$ cat config.mk
export PLATFORM = sky130hd
export DESIGN_NAME = cam_frame_capture
export DESIGN_NICKNAME = d
export VERILOG_FILES = /design/src/pkg/cam_capture_pkg.sv /design/src/verilog/cam_frame_capture.sv /design/src/verilog/cam_link_sampler.sv
export SDC_FILE = /design/constraint.sdc
export NUM_CORES = 1
export LEC_CHECK = 0
export CORE_UTILIZATION = 40
export DETAILED_ROUTE_END_ITERATION = 16
export DONT_BUFFER_PORTS = 1
export GPL_TIMING_DRIVEN = 0
export PLACE_DENSITY = 0.51
export SYNTH_ARGS = -nofsm -noshare
export SYNTH_HDL_FRONTEND = slang
export SYNTH_SLANG_ARGS = --single-unit
$ cat constraint.sdc
create_clock -name clk -period 2.8 [get_ports clk]
set_clock_uncertainty 0.05 [all_clocks]
set_input_delay 0.28 -clock clk [delete_from_list [all_inputs] [get_ports clk]]
set_output_delay 0.28 -clock clk [all_outputs]
set_load 0.05 [all_outputs]
$ cat src/pkg/cam_capture_pkg.sv
// constants, register map and field layout of the camera frame capture port
package cam_capture_pkg;
    // register bus geometry
    localparam int ADDR_W = 8;
    localparam int DATA_W = 16;
    // register offsets (byte addresses)
    localparam logic [ADDR_W-1:0] OFS_MODE = 8'h20;
    localparam logic [ADDR_W-1:0] OFS_FRAME_CTRL = 8'h24;
    localparam logic [ADDR_W-1:0] OFS_COMMAND = 8'h28;
    localparam logic [ADDR_W-1:0] OFS_STATUS = 8'h2c;
    // reset values
    localparam logic [DATA_W-1:0] MODE_RESET = 16'h0000;
    localparam logic [DATA_W-1:0] FRAME_CTRL_RESET = 16'h0000;
    localparam logic [DATA_W-1:0] STATUS_RESET = 16'h0004;
    // mode register fields
    localparam int MODE_PORT_EN = 0;
    localparam int MODE_FAST_SAMPLE = 10;
    // frame control register fields
    localparam int FC_IRQ_EN = 0;
    localparam int FC_IRQ_POL = 1;
    localparam int FC_THIN_LO = 2;
    localparam int FC_THIN_HI = 4;
    localparam int FC_SHUTTER_DIS = 5;
    localparam int FC_SINGLE = 6;
    localparam int FC_IRQ_CTRL = 7;
    // command register fields
    localparam int CMD_SOFT_RESET = 0;
    localparam int CMD_IRQ_CLEAR = 1;
    localparam int CMD_START = 2;
    localparam int CMD_STOP = 3;
    localparam int CMD_ERR0_CLEAR = 8;
    // status register fields
    localparam int ST_IRQ = 1;
    localparam int ST_RUN = 2;
    localparam int ST_BUSY = 3;
    localparam int ST_EFFECTIVE = 4;
    localparam int ST_VSYNC = 6;
    localparam int ST_ERR0 = 8;
    // frame thinning codes
    localparam int THIN_W = 3;
    localparam logic [THIN_W-1:0] THIN_NONE = 3'h0;
    localparam logic [THIN_W-1:0] THIN_RESERVED = 3'h6;
    localparam logic [THIN_W-1:0] THIN_ALL = 3'h7;
    // pixel widths and error flag count
    localparam int BYTE_W = 8;
    localparam int PIXEL_W = 24;
    localparam int ERR_FLAGS = 2;
    // capture state
    typedef enum logic [1:0] {CAP_IDLE, CAP_FORWARD, CAP_SKIP} cap_state_type;
endpackage : cam_capture_pkg

$ cat src/verilog/cam_frame_capture.sv
// camera frame capture control: registers, thinning, interrupt status, pixel output
`timescale 1ns/10ps
module cam_frame_capture
    import cam_capture_pkg::*;
(
    input wire logic clk,
    input wire logic nrst,
    input wire logic [cam_capture_pkg::ADDR_W-1:0] reg_addr,
    input wire logic [cam_capture_pkg::DATA_W-1:0] reg_wdata,
    input wire logic reg_write,
    input wire logic reg_read,
    output logic [cam_capture_pkg::DATA_W-1:0] reg_rdata,
    input wire logic camera_pixel_clock_in,
    input wire logic camera_frame_valid_in,
    input wire logic camera_line_valid_in,
    input wire logic [cam_capture_pkg::BYTE_W-1:0] camera_byte_in,
    output logic [cam_capture_pkg::PIXEL_W-1:0] resizer_pixel_out,
    output logic resizer_write_out,
    output logic resizer_line_valid_out,
    output logic resizer_frame_valid_out,
    output logic frame_interrupt
);
    import cam_capture_pkg::*;

    // register storage
    logic [DATA_W-1:0] mode_reg; // port enable, fast sampling
    logic [DATA_W-1:0] frame_ctrl_reg; // interrupt and thinning control
    logic [DATA_W-1:0] rdata_reg; // read data, valid the cycle after a read
    // capture state
    cap_state_type state_reg;
    cap_state_type state_next;
    logic run_reg; // capture start/stop flag
    logic irq_reg; // pending frame interrupt
    logic [ERR_FLAGS-1:0] err_reg; // stream error flags
    logic shutter_reg; // shutter event seen since enable
    logic end_pending_reg; // capture ended, waiting for last edge
    logic [THIN_W-1:0] thin_cnt_reg; // frames since last kept one
    logic effective_reg; // current frame survives thinning
    logic fv_prev_reg; // last frame-valid level
    logic lv_prev_reg; // last line-valid level
    // pixel assembly
    logic [1:0] phase_reg; // byte position in Cb Y Cr Y group
    logic [BYTE_W-1:0] cb_reg;
    logic [BYTE_W-1:0] y0_reg;
    logic [BYTE_W-1:0] cr_reg;
    logic [PIXEL_W-1:0] pixel_reg;
    logic wr_reg;
    logic lv_out_reg;
    logic fv_out_reg;

    // synchronised camera side
    logic byte_stb;
    logic [BYTE_W-1:0] byte_val;
    logic cam_fv;
    logic cam_lv;

    cam_link_sampler u_sampler (
        .clk(clk),
        .nrst(nrst),
        .fast_mode(mode_reg[MODE_FAST_SAMPLE]),
        .pixel_clock_in(camera_pixel_clock_in),
        .frame_valid_in(camera_frame_valid_in),
        .line_valid_in(camera_line_valid_in),
        .byte_in(camera_byte_in),
        .byte_stb(byte_stb),
        .byte_out(byte_val),
        .frame_valid(cam_fv),
        .line_valid(cam_lv)
    );

    // address decode and command strobes
    wire wr_mode = reg_write & (reg_addr == OFS_MODE);
    wire wr_fc = reg_write & (reg_addr == OFS_FRAME_CTRL);
    wire wr_cmd = reg_write & (reg_addr == OFS_COMMAND);
    wire cmd_soft_reset = wr_cmd & reg_wdata[CMD_SOFT_RESET];
    wire cmd_irq_clear = wr_cmd & reg_wdata[CMD_IRQ_CLEAR];
    wire cmd_start = wr_cmd & reg_wdata[CMD_START];
    wire cmd_stop = wr_cmd & reg_wdata[CMD_STOP];
    wire [ERR_FLAGS-1:0] cmd_err_clear = {ERR_FLAGS{wr_cmd}} & reg_wdata[CMD_ERR0_CLEAR +: ERR_FLAGS];

    // mode and frame control fields
    wire port_en = mode_reg[MODE_PORT_EN];
    wire irq_en = frame_ctrl_reg[FC_IRQ_EN];
    wire irq_pol = frame_ctrl_reg[FC_IRQ_POL];
    wire [THIN_W-1:0] thin_code = frame_ctrl_reg[FC_THIN_HI:FC_THIN_LO];
    wire shutter_dis = frame_ctrl_reg[FC_SHUTTER_DIS];
    wire single_mode = frame_ctrl_reg[FC_SINGLE];
    wire irq_ctrl = frame_ctrl_reg[FC_IRQ_CTRL];

    // frame edges
    wire fv_rise = cam_fv & ~fv_prev_reg;
    wire fv_fall = ~cam_fv & fv_prev_reg;
    wire lv_fall = ~cam_lv & lv_prev_reg;
    wire irq_edge = irq_pol ? fv_rise : fv_fall;

    // thinning: keep when the counter wraps to zero, never for the drop-all code
    wire [THIN_W-1:0] thin_last = (thin_code == THIN_RESERVED) ? THIN_NONE : thin_code;
    wire keep_frame = (thin_code != THIN_ALL) & (thin_cnt_reg == THIN_NONE);
    wire forward_start = fv_rise & port_en & run_reg & keep_frame;
    wire fwd = (state_reg == CAP_FORWARD);
    wire fwd_end = fwd & fv_fall;
    // frame whose edge may raise the per-frame interrupt
    wire fwd_edge = irq_pol ? forward_start : fwd_end;

    // interrupt sources
    wire shutter_ok = shutter_dis | shutter_reg;
    wire frame_event = ~irq_ctrl & irq_en & fwd_edge & shutter_ok;
    wire end_event = irq_ctrl & end_pending_reg & irq_edge;

    // stream error events: odd byte count at line end, frame end inside a line
    wire [ERR_FLAGS-1:0] err_event = {fv_fall & cam_lv, lv_fall & phase_reg[0]};

    // capture sequence
    always_comb begin
        state_next = state_reg;
        unique case (state_reg)
            CAP_IDLE: begin
                if (fv_rise) begin
                    state_next = forward_start ? CAP_FORWARD : CAP_SKIP;
                end
            end
            CAP_FORWARD: begin
                if (fv_fall) begin
                    state_next = CAP_IDLE;
                end
            end
            CAP_SKIP: begin
                if (fv_fall) begin
                    state_next = CAP_IDLE;
                end
            end
        endcase
    end

    // software registers; soft reset touches only the port-enable bit
    always_ff @(posedge clk or negedge nrst) begin
        if (!nrst) begin
            mode_reg <= MODE_RESET;
            frame_ctrl_reg <= FRAME_CTRL_RESET;
        end else begin
            if (cmd_soft_reset) begin
                mode_reg[MODE_PORT_EN] <= 1'b0;
            end else if (wr_mode) begin
                mode_reg <= reg_wdata;
            end
            // the single-frame bit must stay put while enabled; the write below takes the whole register at any time
            if (wr_fc) begin
                frame_ctrl_reg <= reg_wdata;
            end
        end
    end

    // capture state, run flag, shutter and end tracking
    always_ff @(posedge clk or negedge nrst) begin
        if (!nrst) begin
            state_reg <= CAP_IDLE;
            run_reg <= 1'b1;
            shutter_reg <= 1'b0;
            end_pending_reg <= 1'b0;
        end else if (cmd_soft_reset) begin
            state_reg <= CAP_IDLE;
            run_reg <= ~cmd_stop;
            shutter_reg <= 1'b0;
            end_pending_reg <= 1'b0;
        end else begin
            state_reg <= state_next;
            if (cmd_start) begin
                run_reg <= 1'b1;
            end else if (cmd_stop) begin
                run_reg <= 1'b0;
            end else if (fwd_end & single_mode) begin
                run_reg <= 1'b0;
            end
            // start command stands for the shutter event
            if (cmd_start) begin
                shutter_reg <= 1'b1;
            end else if (!port_en) begin
                shutter_reg <= 1'b0;
            end
            // port-enable written low arms the one end-of-capture interrupt
            if (wr_mode & port_en & ~reg_wdata[MODE_PORT_EN]) begin
                end_pending_reg <= 1'b1;
            end else if (irq_edge) begin
                end_pending_reg <= 1'b0;
            end
        end
    end

    // thinning counter advances once per frame
    always_ff @(posedge clk or negedge nrst) begin
        if (!nrst) begin
            thin_cnt_reg <= THIN_NONE;
            effective_reg <= 1'b0;
        end else if (cmd_soft_reset) begin
            thin_cnt_reg <= THIN_NONE;
            effective_reg <= 1'b0;
        end else if (fv_rise) begin
            effective_reg <= keep_frame;
            thin_cnt_reg <= (thin_cnt_reg >= thin_last) ? THIN_NONE : thin_cnt_reg + 3'h1;
        end
    end

    // pending interrupt: a new event wins over a clear in the same cycle
    always_ff @(posedge clk or negedge nrst) begin
        if (!nrst) begin
            irq_reg <= 1'b0;
        end else if (frame_event | end_event) begin
            irq_reg <= 1'b1;
        end else if (cmd_irq_clear | cmd_soft_reset) begin
            irq_reg <= 1'b0;
        end
    end

    // error flags, one per bit; set wins over clear
    genvar gi;
    generate
        for (gi = 0; gi < ERR_FLAGS; gi++) begin : g_err
            always_ff @(posedge clk or negedge nrst) begin
                if (!nrst) begin
                    err_reg[gi] <= 1'b0;
                end else if (err_event[gi]) begin
                    err_reg[gi] <= 1'b1;
                end else if (cmd_err_clear[gi] | cmd_soft_reset) begin
                    err_reg[gi] <= 1'b0;
                end
            end
        end
    endgenerate

    // 4:2:2 byte groups to 4:4:4 pixels, Cb Y Cr Y order
    always_ff @(posedge clk or negedge nrst) begin
        if (!nrst) begin
            fv_prev_reg <= 1'b0;
            lv_prev_reg <= 1'b0;
            phase_reg <= 2'h0;
            cb_reg <= '0;
            y0_reg <= '0;
            cr_reg <= '0;
            pixel_reg <= '0;
            wr_reg <= 1'b0;
            lv_out_reg <= 1'b0;
            fv_out_reg <= 1'b0;
        end else begin
            fv_prev_reg <= cam_fv;
            lv_prev_reg <= cam_lv;
            wr_reg <= 1'b0;
            fv_out_reg <= fwd & cam_fv;
            lv_out_reg <= fwd & cam_lv;
            if (!cam_lv) begin
                phase_reg <= 2'h0; // each line starts on a chroma byte
            end else if (byte_stb) begin
                phase_reg <= phase_reg + 2'h1;
                unique case (phase_reg)
                    2'h0: cb_reg <= byte_val;
                    2'h1: y0_reg <= byte_val;
                    2'h2: begin
                        cr_reg <= byte_val;
                        pixel_reg <= {y0_reg, cb_reg, byte_val};
                        wr_reg <= fwd;
                    end
                    2'h3: begin
                        pixel_reg <= {byte_val, cb_reg, cr_reg};
                        wr_reg <= fwd;
                    end
                endcase
            end
        end
    end

    // status word and read mux
    wire [DATA_W-1:0] status_word = {6'h00, err_reg, 1'b0, cam_fv, 1'b0, effective_reg,
                                     fwd, run_reg, irq_reg, 1'b0};
    wire [DATA_W-1:0] read_mux = (reg_addr == OFS_MODE) ? mode_reg :
                                 (reg_addr == OFS_FRAME_CTRL) ? frame_ctrl_reg :
                                 (reg_addr == OFS_STATUS) ? status_word : 16'h0000;

    // read data stands one cycle after the strobe only
    always_ff @(posedge clk or negedge nrst) begin
        if (!nrst) begin
            rdata_reg <= 16'h0000;
        end else begin
            rdata_reg <= reg_read ? read_mux : 16'h0000;
        end
    end

    assign reg_rdata = rdata_reg;
    assign resizer_pixel_out = pixel_reg;
    assign resizer_write_out = wr_reg;
    assign resizer_line_valid_out = lv_out_reg;
    assign resizer_frame_valid_out = fv_out_reg;
    assign frame_interrupt = irq_reg;
endmodule : cam_frame_capture

$ cat src/verilog/cam_link_sampler.sv
// samples camera pixel clock, strobes and byte data into the internal clock domain
`timescale 1ns/10ps
module cam_link_sampler
    import cam_capture_pkg::*;
(
    input wire logic clk,
    input wire logic nrst,
    input wire logic fast_mode,
    input wire logic pixel_clock_in,
    input wire logic frame_valid_in,
    input wire logic line_valid_in,
    input wire logic [cam_capture_pkg::BYTE_W-1:0] byte_in,
    output logic byte_stb,
    output logic [cam_capture_pkg::BYTE_W-1:0] byte_out,
    output logic frame_valid,
    output logic line_valid
);
    import cam_capture_pkg::*;

    localparam int SYNC_W = BYTE_W + 3;

    logic [SYNC_W-1:0] meta_reg; // first synchroniser stage, read only by sync_reg
    logic [SYNC_W-1:0] sync_reg; // second synchroniser stage
    logic pclk_prev_reg; // last sampled pixel clock level
    logic [BYTE_W-1:0] slot_reg [2]; // two sampling circuits
    logic slot_sel_reg; // which circuit takes the next byte
    logic rd_sel_reg; // which circuit feeds the output
    logic stb_reg;
    logic fv_reg;
    logic lv_reg;
    wire pclk_s = sync_reg[SYNC_W-1];
    wire pclk_rise = pclk_s & ~pclk_prev_reg;
    wire take = pclk_rise & sync_reg[BYTE_W];  // only bytes inside a valid line

    // two flops on everything that comes from the camera
    always_ff @(posedge clk or negedge nrst) begin
        if (!nrst) begin
            meta_reg <= '0;
            sync_reg <= '0;
            pclk_prev_reg <= 1'b0;
        end else begin
            meta_reg <= {pixel_clock_in, frame_valid_in, line_valid_in, byte_in};
            sync_reg <= meta_reg;
            pclk_prev_reg <= pclk_s;
        end
    end

    // byte capture on the pixel clock rising edge; fast mode alternates circuits
    always_ff @(posedge clk or negedge nrst) begin
        if (!nrst) begin
            slot_reg[0] <= '0;
            slot_reg[1] <= '0;
            slot_sel_reg <= 1'b0;
            rd_sel_reg <= 1'b0;
            stb_reg <= 1'b0;
            fv_reg <= 1'b0;
            lv_reg <= 1'b0;
        end else begin
            stb_reg <= take;
            fv_reg <= sync_reg[BYTE_W+1];
            lv_reg <= sync_reg[BYTE_W];
            if (take) begin
                slot_reg[slot_sel_reg] <= sync_reg[BYTE_W-1:0];
                rd_sel_reg <= slot_sel_reg;
            end
            // circuits toggle every cycle in fast mode, single circuit otherwise
            slot_sel_reg <= fast_mode ? ~slot_sel_reg : 1'b0;
        end
    end

    assign byte_stb = stb_reg;
    assign byte_out = slot_reg[rd_sel_reg];
    assign frame_valid = fv_reg;
    assign line_valid = lv_reg;
endmodule : cam_link_sampler

# Word-level counts from Yosys, hierarchy flattened
# Index checks and enable logic that the tools add are counted.
dict set report op_classes {
  reduce_logical 20
  n_lt_le_gt_ge 4
  n_eq_ne 15
  n_bitwise 46
  add_sub_neg 2
  mux 48
}
# cell n
set op_table {}
lappend op_table {{$mux W16} 3}
lappend op_table {{$pmux W24 S2} 1}
lappend op_table {{$eq A8 B6 Y1 const B} 4}
lappend op_table {{$mux W8} 4}
lappend op_table {{$and A1 B1 Y1} 29}
lappend op_table {{$mux W1} 26}
lappend op_table {{$bwmux W16} 1}
lappend op_table {{$mux W2} 6}
lappend op_table {{$mux W3} 4}
lappend op_table {{$reduce_and A3 Y1} 4}
lappend op_table {{$reduce_bool A2 Y1} 6}
lappend op_table {{$mux W10} 1}
lappend op_table {{$not A1 Y1} 9}
lappend op_table {{$demux W8 S1} 1}
lappend op_table {{$eq A2 B2 Y1 const B} 3}
lappend op_table {{$ne A3 B1 Y1 const B} 2}
lappend op_table {{$ne A3 B3 Y1 const B} 2}
lappend op_table {{$or A1 B1 Y1} 5}
lappend op_table {{$eq A2 B1 Y1 const B} 2}
lappend op_table {{$ge A2 B2 Y1 const B} 2}
lappend op_table {{$logic_not A2 Y1} 2}
lappend op_table {{$not A1 Y2} 2}
lappend op_table {{$pmux W2 S2} 1}
lappend op_table {{$reduce_and A2 Y1} 2}
lappend op_table {{other kinds (12)} 13}
dict set report totals {
  reg_bits 159
  elab_cells 168
  output_inout_bits 44
}

# Logic depth before layout (Yosys ltp)
# Gate-level depths: netlist of the first run.
dict set report depth {
  depth_word 10
  ltp_mapped 7
}

# Hierarchy
# A second synthesis of the first run with hierarchy kept.
dict set report hier_totals {
  cells_unflattened 482
  hier_area_um2 6510.0
}
# mod cells_each instances seq_area_each_um2 area_per_inst_um2
set modules_own_cells {}
lappend modules_own_cells {cam_frame_capture 406 1 2879.0 5038.6}
lappend modules_own_cells {cam_link_sampler 76 1 1101.1 1471.4}

# Worst setup path after synthesis of the first run
# No wires, ideal clock.
dict set report synth_timing {
  path_kind {input to register}
  startpoint {in reg_addr[1] (netlist name)}
  endpoint {reg mode_reg[10]}
  path_buffers 2
  required_ps 2625
  arrival_time_ps 1974
  slack_ps 651
  setup_ps 125
  cell_stages 5
  path_cell_list {or4b_1 > buf_2 > nor3b_2 > buf_2 > mux2_2}
}
dict set report synth_via {
  elab_chain_cells 5
  word_cells_on_any_way 7
  classes_between {eq/ne (2); bitwise (4); reduce/logical (1)}
}
# item line_no
set synth_rtl {}
lappend synth_rtl {{start, declared} cam_frame_capture.sv:8} ;# input wire logic [cam_capture_pkg::ADDR_W-1:0] reg_addr,
lappend synth_rtl {{$eq A8 B6 Y1} cam_frame_capture.sv:74} ;# wire wr_cmd = reg_write & (reg_addr == OFS_COMMAND);
lappend synth_rtl {{$and A1 B1 Y1} cam_frame_capture.sv:74}
lappend synth_rtl {{$and A1 B1 Y1} cam_frame_capture.sv:75} ;# wire cmd_soft_reset = wr_cmd & reg_wdata[CMD_SOFT_RESET];
lappend synth_rtl {{$not A1 Y1 (no line)} n/a}
lappend synth_rtl {{$reduce_and A2 Y1 (no line) *} n/a}
lappend synth_rtl {{end signal, assigned} cam_frame_capture.sv:144} ;# mode_reg <= reg_wdata;
lappend synth_rtl {{end, declared} cam_frame_capture.sv:26} ;# logic [DATA_W-1:0] mode_reg;
# Every way passes the cells marked *; elsewhere a longest branch is shown, timed or not.
# A chain may end at the register's enable or synchronous reset.

# Final worst setup path of the first run
dict set report layout_timing {
  startpoint {in reg_addr[2] (netlist name)}
  endpoint {reg mode_reg[10]}
}
# The elaborated chain is that of the path after synthesis.

==> impl_metrics.tcl, run 1 <==
set metrics [dict create \
    outcome "finished, violations left" \
    violations "hold timing" \
    synthFlopType "dfrtp_1" \
    drt_wl_total_mm 13.08 \
    yosys_warnings 0 \
    hold_buffers 29 \
    fin_cells 788 \
    num_rows 45 \
    crit_path_cell_trace "clkbuf_1, nor4b_1, nor3b_2, buf_2, mux2_2" \
    grt_pass1_vias 4151 \
    dieHeight_um 128.0 \
    power_density_nw_per_um2 723.6 \
    grt_use_met2_pct 26.34 \
    vias_per_cell 5.028 \
    initial_utilization_pct 41.31 \
    synth_cell_type_count 41 \
    critical_path_class "input port to flip-flop" \
    drt_iter0_markers 258 \
    finalSetupTns_ps 0 \
    grt_antenna_before_repair 0 \
    synth_edf_count 0 \
    min_period_ps 2283 \
    cp.depth 5 \
    core-area_um2 15370 \
    io_buffers 0 \
    ys_seq_area_share_pct 62.68 \
    syn_avg_cell_area_um2 12.28 \
    required_ps 3060 \
    grt_max_degree 160 \
    drv_slew 0 \
    period_share_pct 81.55 \
    arrival_ps 2540 \
    ant_nets 0 \
    drive_gt1_share_pct 16.29 \
    cp_num_buf_inv 2 \
    fp.dieW_um 128.0 \
    peakVddDrop_mv 0.4183 \
    n_antenna_cell 0 \
    maxSlewHeadroom_pct 45.72 \
    wl_per_cell_um 16.59 \
    place_congestion 0.8162 \
    dp.final_hpwl_mm 8.688 \
    cts_setup_buffers 0 \
    crit_path_end_kind "flip-flop" \
    critPathMaxFanout 10 \
    dr.pass1.iters 4 \
    met1_usage_pct 23.19 \
    syn_area_um2 6350 \
    drc 0 \
    cap_violations 0 \
    grt_overflow 0 \
    slowest_stage "nor3b_2" \
    synth_seq_cells 159 \
    dp.cells 728 \
    max_freq_ghz 0.4379 \
    cts_root_buffer "clkbuf_16" \
    post_cts_resized 0 \
    busiest_layer "met2" \
    fin_hold_ws_ps -491.8 \
    critPathMaxStageDelay_ps 690 \
    grt_pass1_wl_mm 21.78 \
    ff2ff_path_depth 4 \
    fp.dieArea_um2 16380 \
    path_delay_family "simple AND/OR/NAND/NOR gates" \
    final_common_cell "dfrtp_1" \
    asyncSetResetFlopFracSynth_pct 100.0 \
    hold_viol_final 159 \
    num_vias 3962 \
    cts_buffers 17 \
    rsz0062_at_grt "false" \
    setup_viol 0 \
    final_cell_mix "dfrtp_1, nand2_1, o21ai_0, mux2_2, dlygate4sd3_1" \
    met3_usage_pct 6.135 \
    syn_inst 517 \
    htree_levels 4 \
    syn_to_final_growth_pct 18.44 \
    clk_latency_ps 420 \
    cts.path.max_buffers 2 \
    largest_reg_flops 24 \
    cts_tree "built" \
    hold_class "input port to async pin" \
    p_leak_nw 3.497 \
    worst_slew_pin_slew_ps 812.1 \
    cp-start-kind "input port" \
    boundaryPins 83 \
    cts_sinks 159 \
    synth_nets 567 \
    path_clk_slew_ps 60 \
    fin_nets 615 \
    track_usage_pct 17.50 \
]
## metal layers
layer / part of all wire, % / wire (um) / vias up
met5: 0 / 0 / -
met4: 1.6 / 205 / 0
met3: 6.4 / 834 / 16
met2: 45 / 5880 / 102
met1: 47 / 6156 / 1952
li1: - / - / 1892
## final timing paths
kind / slack [ps] / end / startpoint
max: 520 / mode_reg[10] / reg_addr[2]
min: -490 / resizer_frame_valid_out / nrst
max reg2reg: 640 / resizer_pixel_out[9] / phase_reg[0]
min reg2reg: 300 / u_sampler.sync_reg[5] / u_sampler.meta_reg[5]
max in group asynchronous: 2810 / run_reg / nrst
min in group clk: 30 / err_reg[0] / reg_wdata[8]
## per-stage QoR
step | setup WS, ps | total power, mW | utilization [%] | hold slack [ps] | instance area (um^2)
6_report | 516.6 | 5.442 | 48.93 | -491.8 | 7521
3_5_place_dp | 70.78 | 3.046 | 43.03 | -59.86 | 6614
2_1_floorplan | 651.4 | 2.920 | - | -65.59 | 6350
4_1_cts | 521.9 | 5.514 | 48.93 | -507.7 | 7521
3_3_place_gp | 105.6 | 3.028 | 43.03 | -60.26 | 6614
5_1_grt | 451.9 | 5.695 | 48.93 | -512.6 | 7521
## Yosys cell counts, types with 2 or more instances
cell type	number	share of area, %
mux2_2	46	8.2
inv_1	14	0.83
a21oi_1	20	1.6
nand3_1	8	0.63
nor4b_1	2	0.28
mux2i_1	13	2.0
ha_1	11	2.2
nand4b_1	2	0.28
nand2b_1	3	0.30
o21ai_0	55	4.3
o32a_1	2	0.32
a2bb2oi_1	2	0.28
clkbuf_1	18	1.1
mux2_4	9	2.1
o211ai_1	4	0.47
o211a_1	7	1.1
nand2_1	69	4.1
buf_2	2	0.16
nor2_1	25	1.5
o311ai_0	2	0.28
a22oi_1	9	1.1
dfrtp_1	158	62
nor2b_1	13	1.3
and2_1	5	0.49
nor3_1	2	0.16
## power breakdown
group | switching [mW] | internal [mW]
clock network | 0.915 | 1.49
registers | 0.129 | 2.47
logic | 0.229 | 0.211
total | 1.27 | 4.17
## worst reg2reg max path, delay by kind of cell, from the launching register on
| family | cells | cell delay [ps] |
|---|---|---|
| buffers and inverters | 1 | 420 |
| AOI/OAI and AO/OA | 1 | 440 |
| DFF | 1 | 440 |
| adders and majority gates | 1 | 310 |
| muxes | 1 | 390 |
## layout make-up
| class | instances | area [um^2] |
|---|---|---|
| Multi-Input combinational cell | 323 | 2228 |
| Tap cell | 211 | 264.0 |
| Fill cell | 1388 | 7850 |
| Clock buffer | 18 | 429.2 |
| Timing Repair Buffer | 29 | 290.3 |
| Sequential cell | 159 | 3980 |
| Buffer | 21 | 88.84 |
| Inverter | 14 | 52.55 |
| Clock inverter | 13 | 187.7 |
## logic make-up (layout without fill, tap and decap cells)
family                     count (synthesis)  in the layout  share of synthesized area (%)
DFF                                      159            159                          62.68
and+or+nand+nor                          139            139                          10.64
AOI/OAI and AO/OA                        104            104                          9.813
muxes                                     68             68                          12.33
buffers and inverters                     35             95                          2.227
adders and majority gates                 11             11                          2.167
xor gates and xnor gates                   1              1                         0.1380
Power figures use the tool's default switching activity.
==> inputs of run 2 (changes only) <==
--- a/config.mk
+++ b/config.mk
@@ -5,11 +5,12 @@
 export SDC_FILE = /design/constraint.sdc
 export NUM_CORES = 1
 export LEC_CHECK = 0
+export ABC_AREA = 1
 export CORE_UTILIZATION = 40
 export DETAILED_ROUTE_END_ITERATION = 16
 export DONT_BUFFER_PORTS = 1
 export GPL_TIMING_DRIVEN = 0
-export PLACE_DENSITY = 0.51
+export PLACE_DENSITY = 0.53
 export SYNTH_ARGS = -nofsm -noshare
 export SYNTH_HDL_FRONTEND = slang
 export SYNTH_SLANG_ARGS = --single-unit
==> constraint.sdc (replaced) <==
create_clock -name clk -period 1.9 [get_ports clk]
set_clock_uncertainty 0.05 [all_clocks]
set_input_delay 0.19 -clock clk [delete_from_list [all_inputs] [get_ports clk]]
set_output_delay 0.19 -clock clk [all_outputs]
set_load 0.05 [all_outputs]
==> impl_metrics.tcl, run 2 <==
set metrics [dict create \
    outcome "finished, violations left" \
    violations "hold timing" \
    drc 0 \
    syn_area_um2 6515 \
    wl_per_cell_um 15.13 \
    setup_viol 0 \
    min_period_ps 1740 \
    vias_per_cell 4.876 \
    timing.rr.start "phase_reg[1]" \
    p_sw_mw 2.388 \
    critical_path_class "flip-flop to flip-flop" \
    drv_slew 0 \
    cap_violations 0 \
    largest_reg_flops 24 \
    synth_edf_count 0 \
    grt_max_degree 160 \
    dieHeight_um 129.6 \
    drt_iter0_markers 319 \
    cts_tree "built" \
    rsz0062_at_grt "false" \
    dp.final_hpwl_mm 9.936 \
    critPathMaxFanout 10 \
    drive_gt1_share_pct 8.516 \
    num_rows 46 \
    p_clk_share_pct 43.8 \
    boundaryPins 83 \
    cp-start-kind "flip-flop" \
    yosysMostFrequentCell "nand2_1" \
    power_mw 9.070 \
    track_usage_pct 19.18 \
    place_congestion 0.8305 \
    cts_buffers 17 \
    fin_nets 812 \
    p_leak_nw 3.905 \
    ant_nets 0 \
    power_density_nw_per_um2 1168 \
    hold_buffers 27 \
    initial_utilization_pct 41.01 \
    dr.pass1.iters 5 \
    syn_to_final_growth_pct 19.19 \
    synth_common_cells "nand2_1, dfrtp_1, inv_1" \
    yosysTopAreaCell "dfrtp_1" \
    core-area_um2 15890 \
    worst_slew_pin_slew_ps 1008 \
    ff2ff_path_depth 7 \
    clk_latency_ps 430 \
    grt_pass1_wl_mm 24.57 \
    final_common_cell "nand2_1" \
    internal_power_mw 6.683 \
    htree_levels 4 \
    r2r_slack_ps 160 \
    path_clk_slew_ps 60 \
    synth_nets 765 \
    ys_seq_area_share_pct 61.09 \
    grt_pass1_vias 4826 \
    synthDominantCellAreaShare_pct 60.69 \
    cts.path.max_buffers 2 \
    swShare_pct 26.33 \
    synthFlopType "dfrtp_1" \
    p_seq_share_pct 45.2 \
    synth_cell_type_count 27 \
    io_buffers 0 \
    max_freq_ghz 0.5747 \
    p_comb_share_pct 11.0 \
    fp.dieArea_um2 16800 \
    arrival_ps 2000 \
    cts_root_buffer "clkbuf_16" \
    peakVddDrop_mv 0.6366 \
    grt_antenna_before_repair 0 \
    drt_wl_total_mm 15.00 \
    maxSlewHeadroom_pct 32.29 \
    setup_ws_ps 160.0 \
    period_share_pct 91.58 \
    asyncSetResetFlopFracSynth_pct 100.0 \
    fin_hold_ws_ps -586.4 \
    hold_class "input port to async pin" \
    n_antenna_cell 0 \
    dp_worst_setup_slack_ps -41.74 \
    required_ps 2160 \
    cts_sinks 159 \
    grt_overflow 0 \
    fp.dieW_um 129.6 \
    synth_area_leaders "dfrtp_1, nand2_1, o21ai_0" \
    final_cell_mix "nand2_1, dfrtp_1, inv_1, o21ai_0" \
    synth_seq_cells 159 \
    hold_viol_final 159 \
    reg2reg_to "y0_reg[6]" \
    syn_inst 715 \
    num_vias 4832 \
    yosys_warnings 0 \
    syn_avg_cell_area_um2 9.112 \
    crit_path_end_kind "flip-flop" \
]
run 2: cell types whose count changed after synthesis, sizes merged, moves of 7 or more:
cell	before	now
nor2b	13	0
a22oi	9	0
inv	14	64
nand2	70	245
mux2	55	0
buf	3	16
nand3	8	45
a21oi	20	45
mux2i	13	0
clkbuf	18	10
o211a	7	0
o21a	0	17
nor2	25	38
run 2: area by class of cell:
type | count | area [um^2]
Buffer | 26 | 141.4
Clock buffer | 18 | 439.2
Clock inverter | 14 | 251.5
Fill cell | 1539 | 8120
Inverter | 65 | 244.0
Multi-Input combinational cell | 465 | 2161
Sequential cell | 159 | 3980
Tap cell | 216 | 270.3
Timing Repair Buffer | 28 | 277.8
run 2: worst max path at each step:
| stage | from | end |
|---|---|---|
| CTS | phase_reg[0] | resizer_pixel_out[23] |
| global placement | phase_reg[0] | resizer_pixel_out[23] |
| global route | phase_reg[0] | cb_reg[7] |
| floorplan | phase_reg[0] | resizer_pixel_out[23] |
| detailed placement | phase_reg[0] | resizer_pixel_out[22] |
| finish | phase_reg[1] | y0_reg[6] |
run 2: cell families after synthesis:
family                   after synthesis  share of synthesized area, %
buffers and inverters                 91                         5.857
AND/OR/NAND/NOR                      335                         21.01
AO/OA/AOI/OAI                        119                         9.929
flip-flops                           159                         61.09
adder cells (fa/ha/maj)               11                         2.113
run 2: critical path, stage by stage, from the launching register on:
cell and delay [ps]:
dfrtp_1 410, inv_1 110, ha_1 150, inv_1 40, nor2_1 370, buf_2 320
nand2_1 80, o21a_1 100
run 2: what timing repair did:
action	CTS	global route
endpoints found under the hold margin	207	159
endpoints found under the setup margin	20	13
cloned	0	0
pin swaps	0	1
gates resized for setup	2	4
setup buffers	0	1
run 2: power by group through the flow:
stage / clock [mW] / sequential (mW) / combinational [mW]
floorplan: 0 / 4.10 / 0.694
finish: 3.97 / 4.10 / 0.997
detailed placement: 0 / 4.16 / 0.931
global route: 4.18 / 4.15 / 1.14
global placement: 0 / 4.15 / 0.901
CTS: 4.05 / 4.10 / 0.992
run 2: per-layer routing:
layer | vias to the layer above | part of all wire (%) | global-route usage [%]
met3 | 13 | 4.8 | 4.666
li1 | 2367 | - | -
met4 | 0 | 1.2 | 6.635
met1 | 2339 | 49 | 26.91
met2 | 113 | 45 | 29.00
met5 | - | 0 | 0
run 2: per-stage QoR:
step / util [%] / cells / TNS (ps) / area (um^2)
2_1_floorplan: - / 715 / 0 / 6515
3_3_place_gp: 42.71 / 931 / -54.09 / 6785
3_5_place_dp: 42.71 / 931 / -291.2 / 6785
4_1_cts: 48.82 / 990 / 0 / 7755
5_1_grt: 48.88 / 991 / 0 / 7765
6_report: 48.88 / 991 / 0 / 7765
==> inputs of run 3 (changes only) <==
--- a/config.mk
+++ b/config.mk
@@ -6,11 +6,12 @@
 export NUM_CORES = 1
 export LEC_CHECK = 0
 export ABC_AREA = 1
+export BUFFER_PORTS_ARGS = -buffer_cell sky130_fd_sc_hd__clkbuf_2
 export CORE_UTILIZATION = 40
+export CTS_CLUSTER_SIZE = 12
 export DETAILED_ROUTE_END_ITERATION = 16
-export DONT_BUFFER_PORTS = 1
 export GPL_TIMING_DRIVEN = 0
-export PLACE_DENSITY = 0.53
+export PLACE_DENSITY = 0.58
 export SYNTH_ARGS = -nofsm -noshare
 export SYNTH_HDL_FRONTEND = slang
 export SYNTH_SLANG_ARGS = --single-unit
==> impl_metrics.tcl, run 3 (synthesis results as in run 2) <==
set metrics [dict create \
    outcome "complete, no violations" \
    fp.dieArea_um2 16800 \
    hold_class "input port to flip-flop" \
    drive_gt1_share_pct 17.29 \
    clk_latency_ps 420 \
    n_antenna_cell 0 \
    largest_reg_flops 24 \
    required_ps 2170 \
    drc 0 \
    rsz0062_at_grt "false" \
    grt_overflow 0 \
    critPathMaxStageDelay_ps 400 \
    setup_viol 0 \
    cap_violations 0 \
    fin_cells 1072 \
    cts.path.max_buffers 2 \
    worst_path_most_repeated_cell "inv_1" \
    critPathMaxFanout 10 \
    core-area_um2 15890 \
    boundaryPins 83 \
    crit_path_cell_trace "inv_1, ha_1, inv_1, nor2_1, buf_2, nand2_1, o21a_1" \
    critical_path_class "flip-flop to flip-flop" \
    htree_levels 4 \
    dr.pass1.iters 4 \
    cts_root_buffer "clkbuf_16" \
    cts_tree "built" \
    grt_antenna_before_repair 0 \
    period_share_pct 89.97 \
    drv_slew 0 \
    fillers 1546 \
    ff2ff_path_depth 7 \
    peakVddDrop_mv 0.6825 \
    maxSlewHeadroom_pct 29.43 \
    cts_buffers 17 \
    dp_worst_setup_slack_ps -20.68 \
    fin_hold_ws_ps 47.28 \
    power_density_nw_per_um2 1043 \
    fin_nets 893 \
    initial_utilization_pct 41.01 \
    num_vias 5158 \
    dp.cells 1013 \
    num_rows 46 \
    dieHeight_um 129.6 \
    worst_slew_pin_slew_ps 1050 \
    min_period_ps 1709 \
    hold_viol_final 0 \
    cp-start-kind "flip-flop" \
    wl_per_cell_um 14.01 \
    final_cell_mix "nand2_1, dfrtp_1, clkbuf_2, inv_1, o21ai_0" \
    cts_sinks 159 \
    io_buffers 81 \
    max_freq_ghz 0.5850 \
    final_common_cell "nand2_1" \
    drt_wl_total_mm 15.02 \
    place_congestion 0.8325 \
    hold_depth 3 \
    grt_max_degree 116 \
    fp.dieW_um 129.6 \
    grt_pass1_wl_mm 24.82 \
    slowest_stage "dfrtp_1" \
    crit_path_end_kind "flip-flop" \
    cts_setup_buffers 0 \
    grt_pass1_vias 5070 \
    p_leak_nw 4.201 \
    drt_iter0_markers 364 \
    path_clk_slew_ps 70 \
    syn_to_final_growth_pct 23.85 \
    arrival_ps 1980 \
    vias_per_cell 4.812 \
    track_usage_pct 19.47 \
    setup_ws_ps 190.5 \
    dp.final_hpwl_mm 10.34 \
    ant_nets 0 \
]
run 3: changes by cell type in the layout (fill, tap and decap cells not counted), moves of 2 or more:
cell | previous run | this run
clkbuf_8 | 1 | 3
clkinvlp_4 | 1 | 4
clkinv_4 | 1 | 4
bufinv_16 | 6 | 0
inv_6 | 5 | 3
clkbuf_2 | 3 | 83
run 3: worst max-delay path: cells and delay by family (launching register included):
kind	cells	cell delay, ps
AO/OA/AOI/OAI	1	100
adder cells (fa/ha/maj)	1	150
buffers and inverters	3	460
AND/OR/NAND/NOR	2	450
flip-flops	1	400
run 3: what timing repair did:
action	4_1_cts	5_1_grt
endpoints found under the hold margin	85	0
setup endpoints to repair	4	21
pin swaps	0	1
gates resized for setup	1	6
hold buffers	27	0
run 3: path summary, 6_finish.rpt:
check / start / endpoint / slack, ps
hold reg to reg: u_sampler.meta_reg[6] / u_sampler.sync_reg[6] / 300
min in group asynchronous: nrst / frame_ctrl_reg[4] / 220
hold / removal: reg_read / reg_rdata[6] / 50
max in group asynchronous: nrst / u_sampler.slot_reg[7] / 710
setup / recovery: phase_reg[1] / y0_reg[7] / 190
setup reg to reg: phase_reg[1] / y0_reg[7] / 190
run 3: cell type report:
| class | count | area (um^2) | share of cell area (%) |
|---|---|---|---|
| timing repair buffer | 109 | 711.9 | 8.823 |
| tap | 216 | 270.3 | 3.349 |
| clock inverter | 13 | 107.6 | 1.334 |
| inverter | 65 | 244.0 | 3.024 |
| clock buffer | 19 | 452.9 | 5.613 |
| buffer | 26 | 141.4 | 1.752 |
| sequential | 159 | 3980 | 49.33 |
| multi-input combinational | 465 | 2161 | 26.78 |
run 3: report_power, final:
part | leakage, nW | internal (mW) | total [mW] | switching [mW]
Combinational | 1.89 | 0.411 | 1.20 | 0.792
Sequential | 2.05 | 3.79 | 4.01 | 0.221
Clock | 0.264 | 1.76 | 3.20 | 1.44
run 3: through the flow:
stage	setup TNS [ps]	instance area, um^2	total power [mW]	utilization [%]
final	0	8069	8.414	50.80
after global routing	0	8069	8.837	50.80
after global placement	-344060	7191	5.177	45.27
after CTS	0	8059	8.496	50.73
after detailed placement	-29.70	7227	5.236	45.49
after floorplan	0	6515	4.792	-
run 3: layer usage:
metal	track usage (%)	share of wire, %	wire, um
met1	26.15	47	7094
met2	31.14	47	7027
met3	3.633	4.5	676
met4	7.866	1.5	222
met5	0	0	0
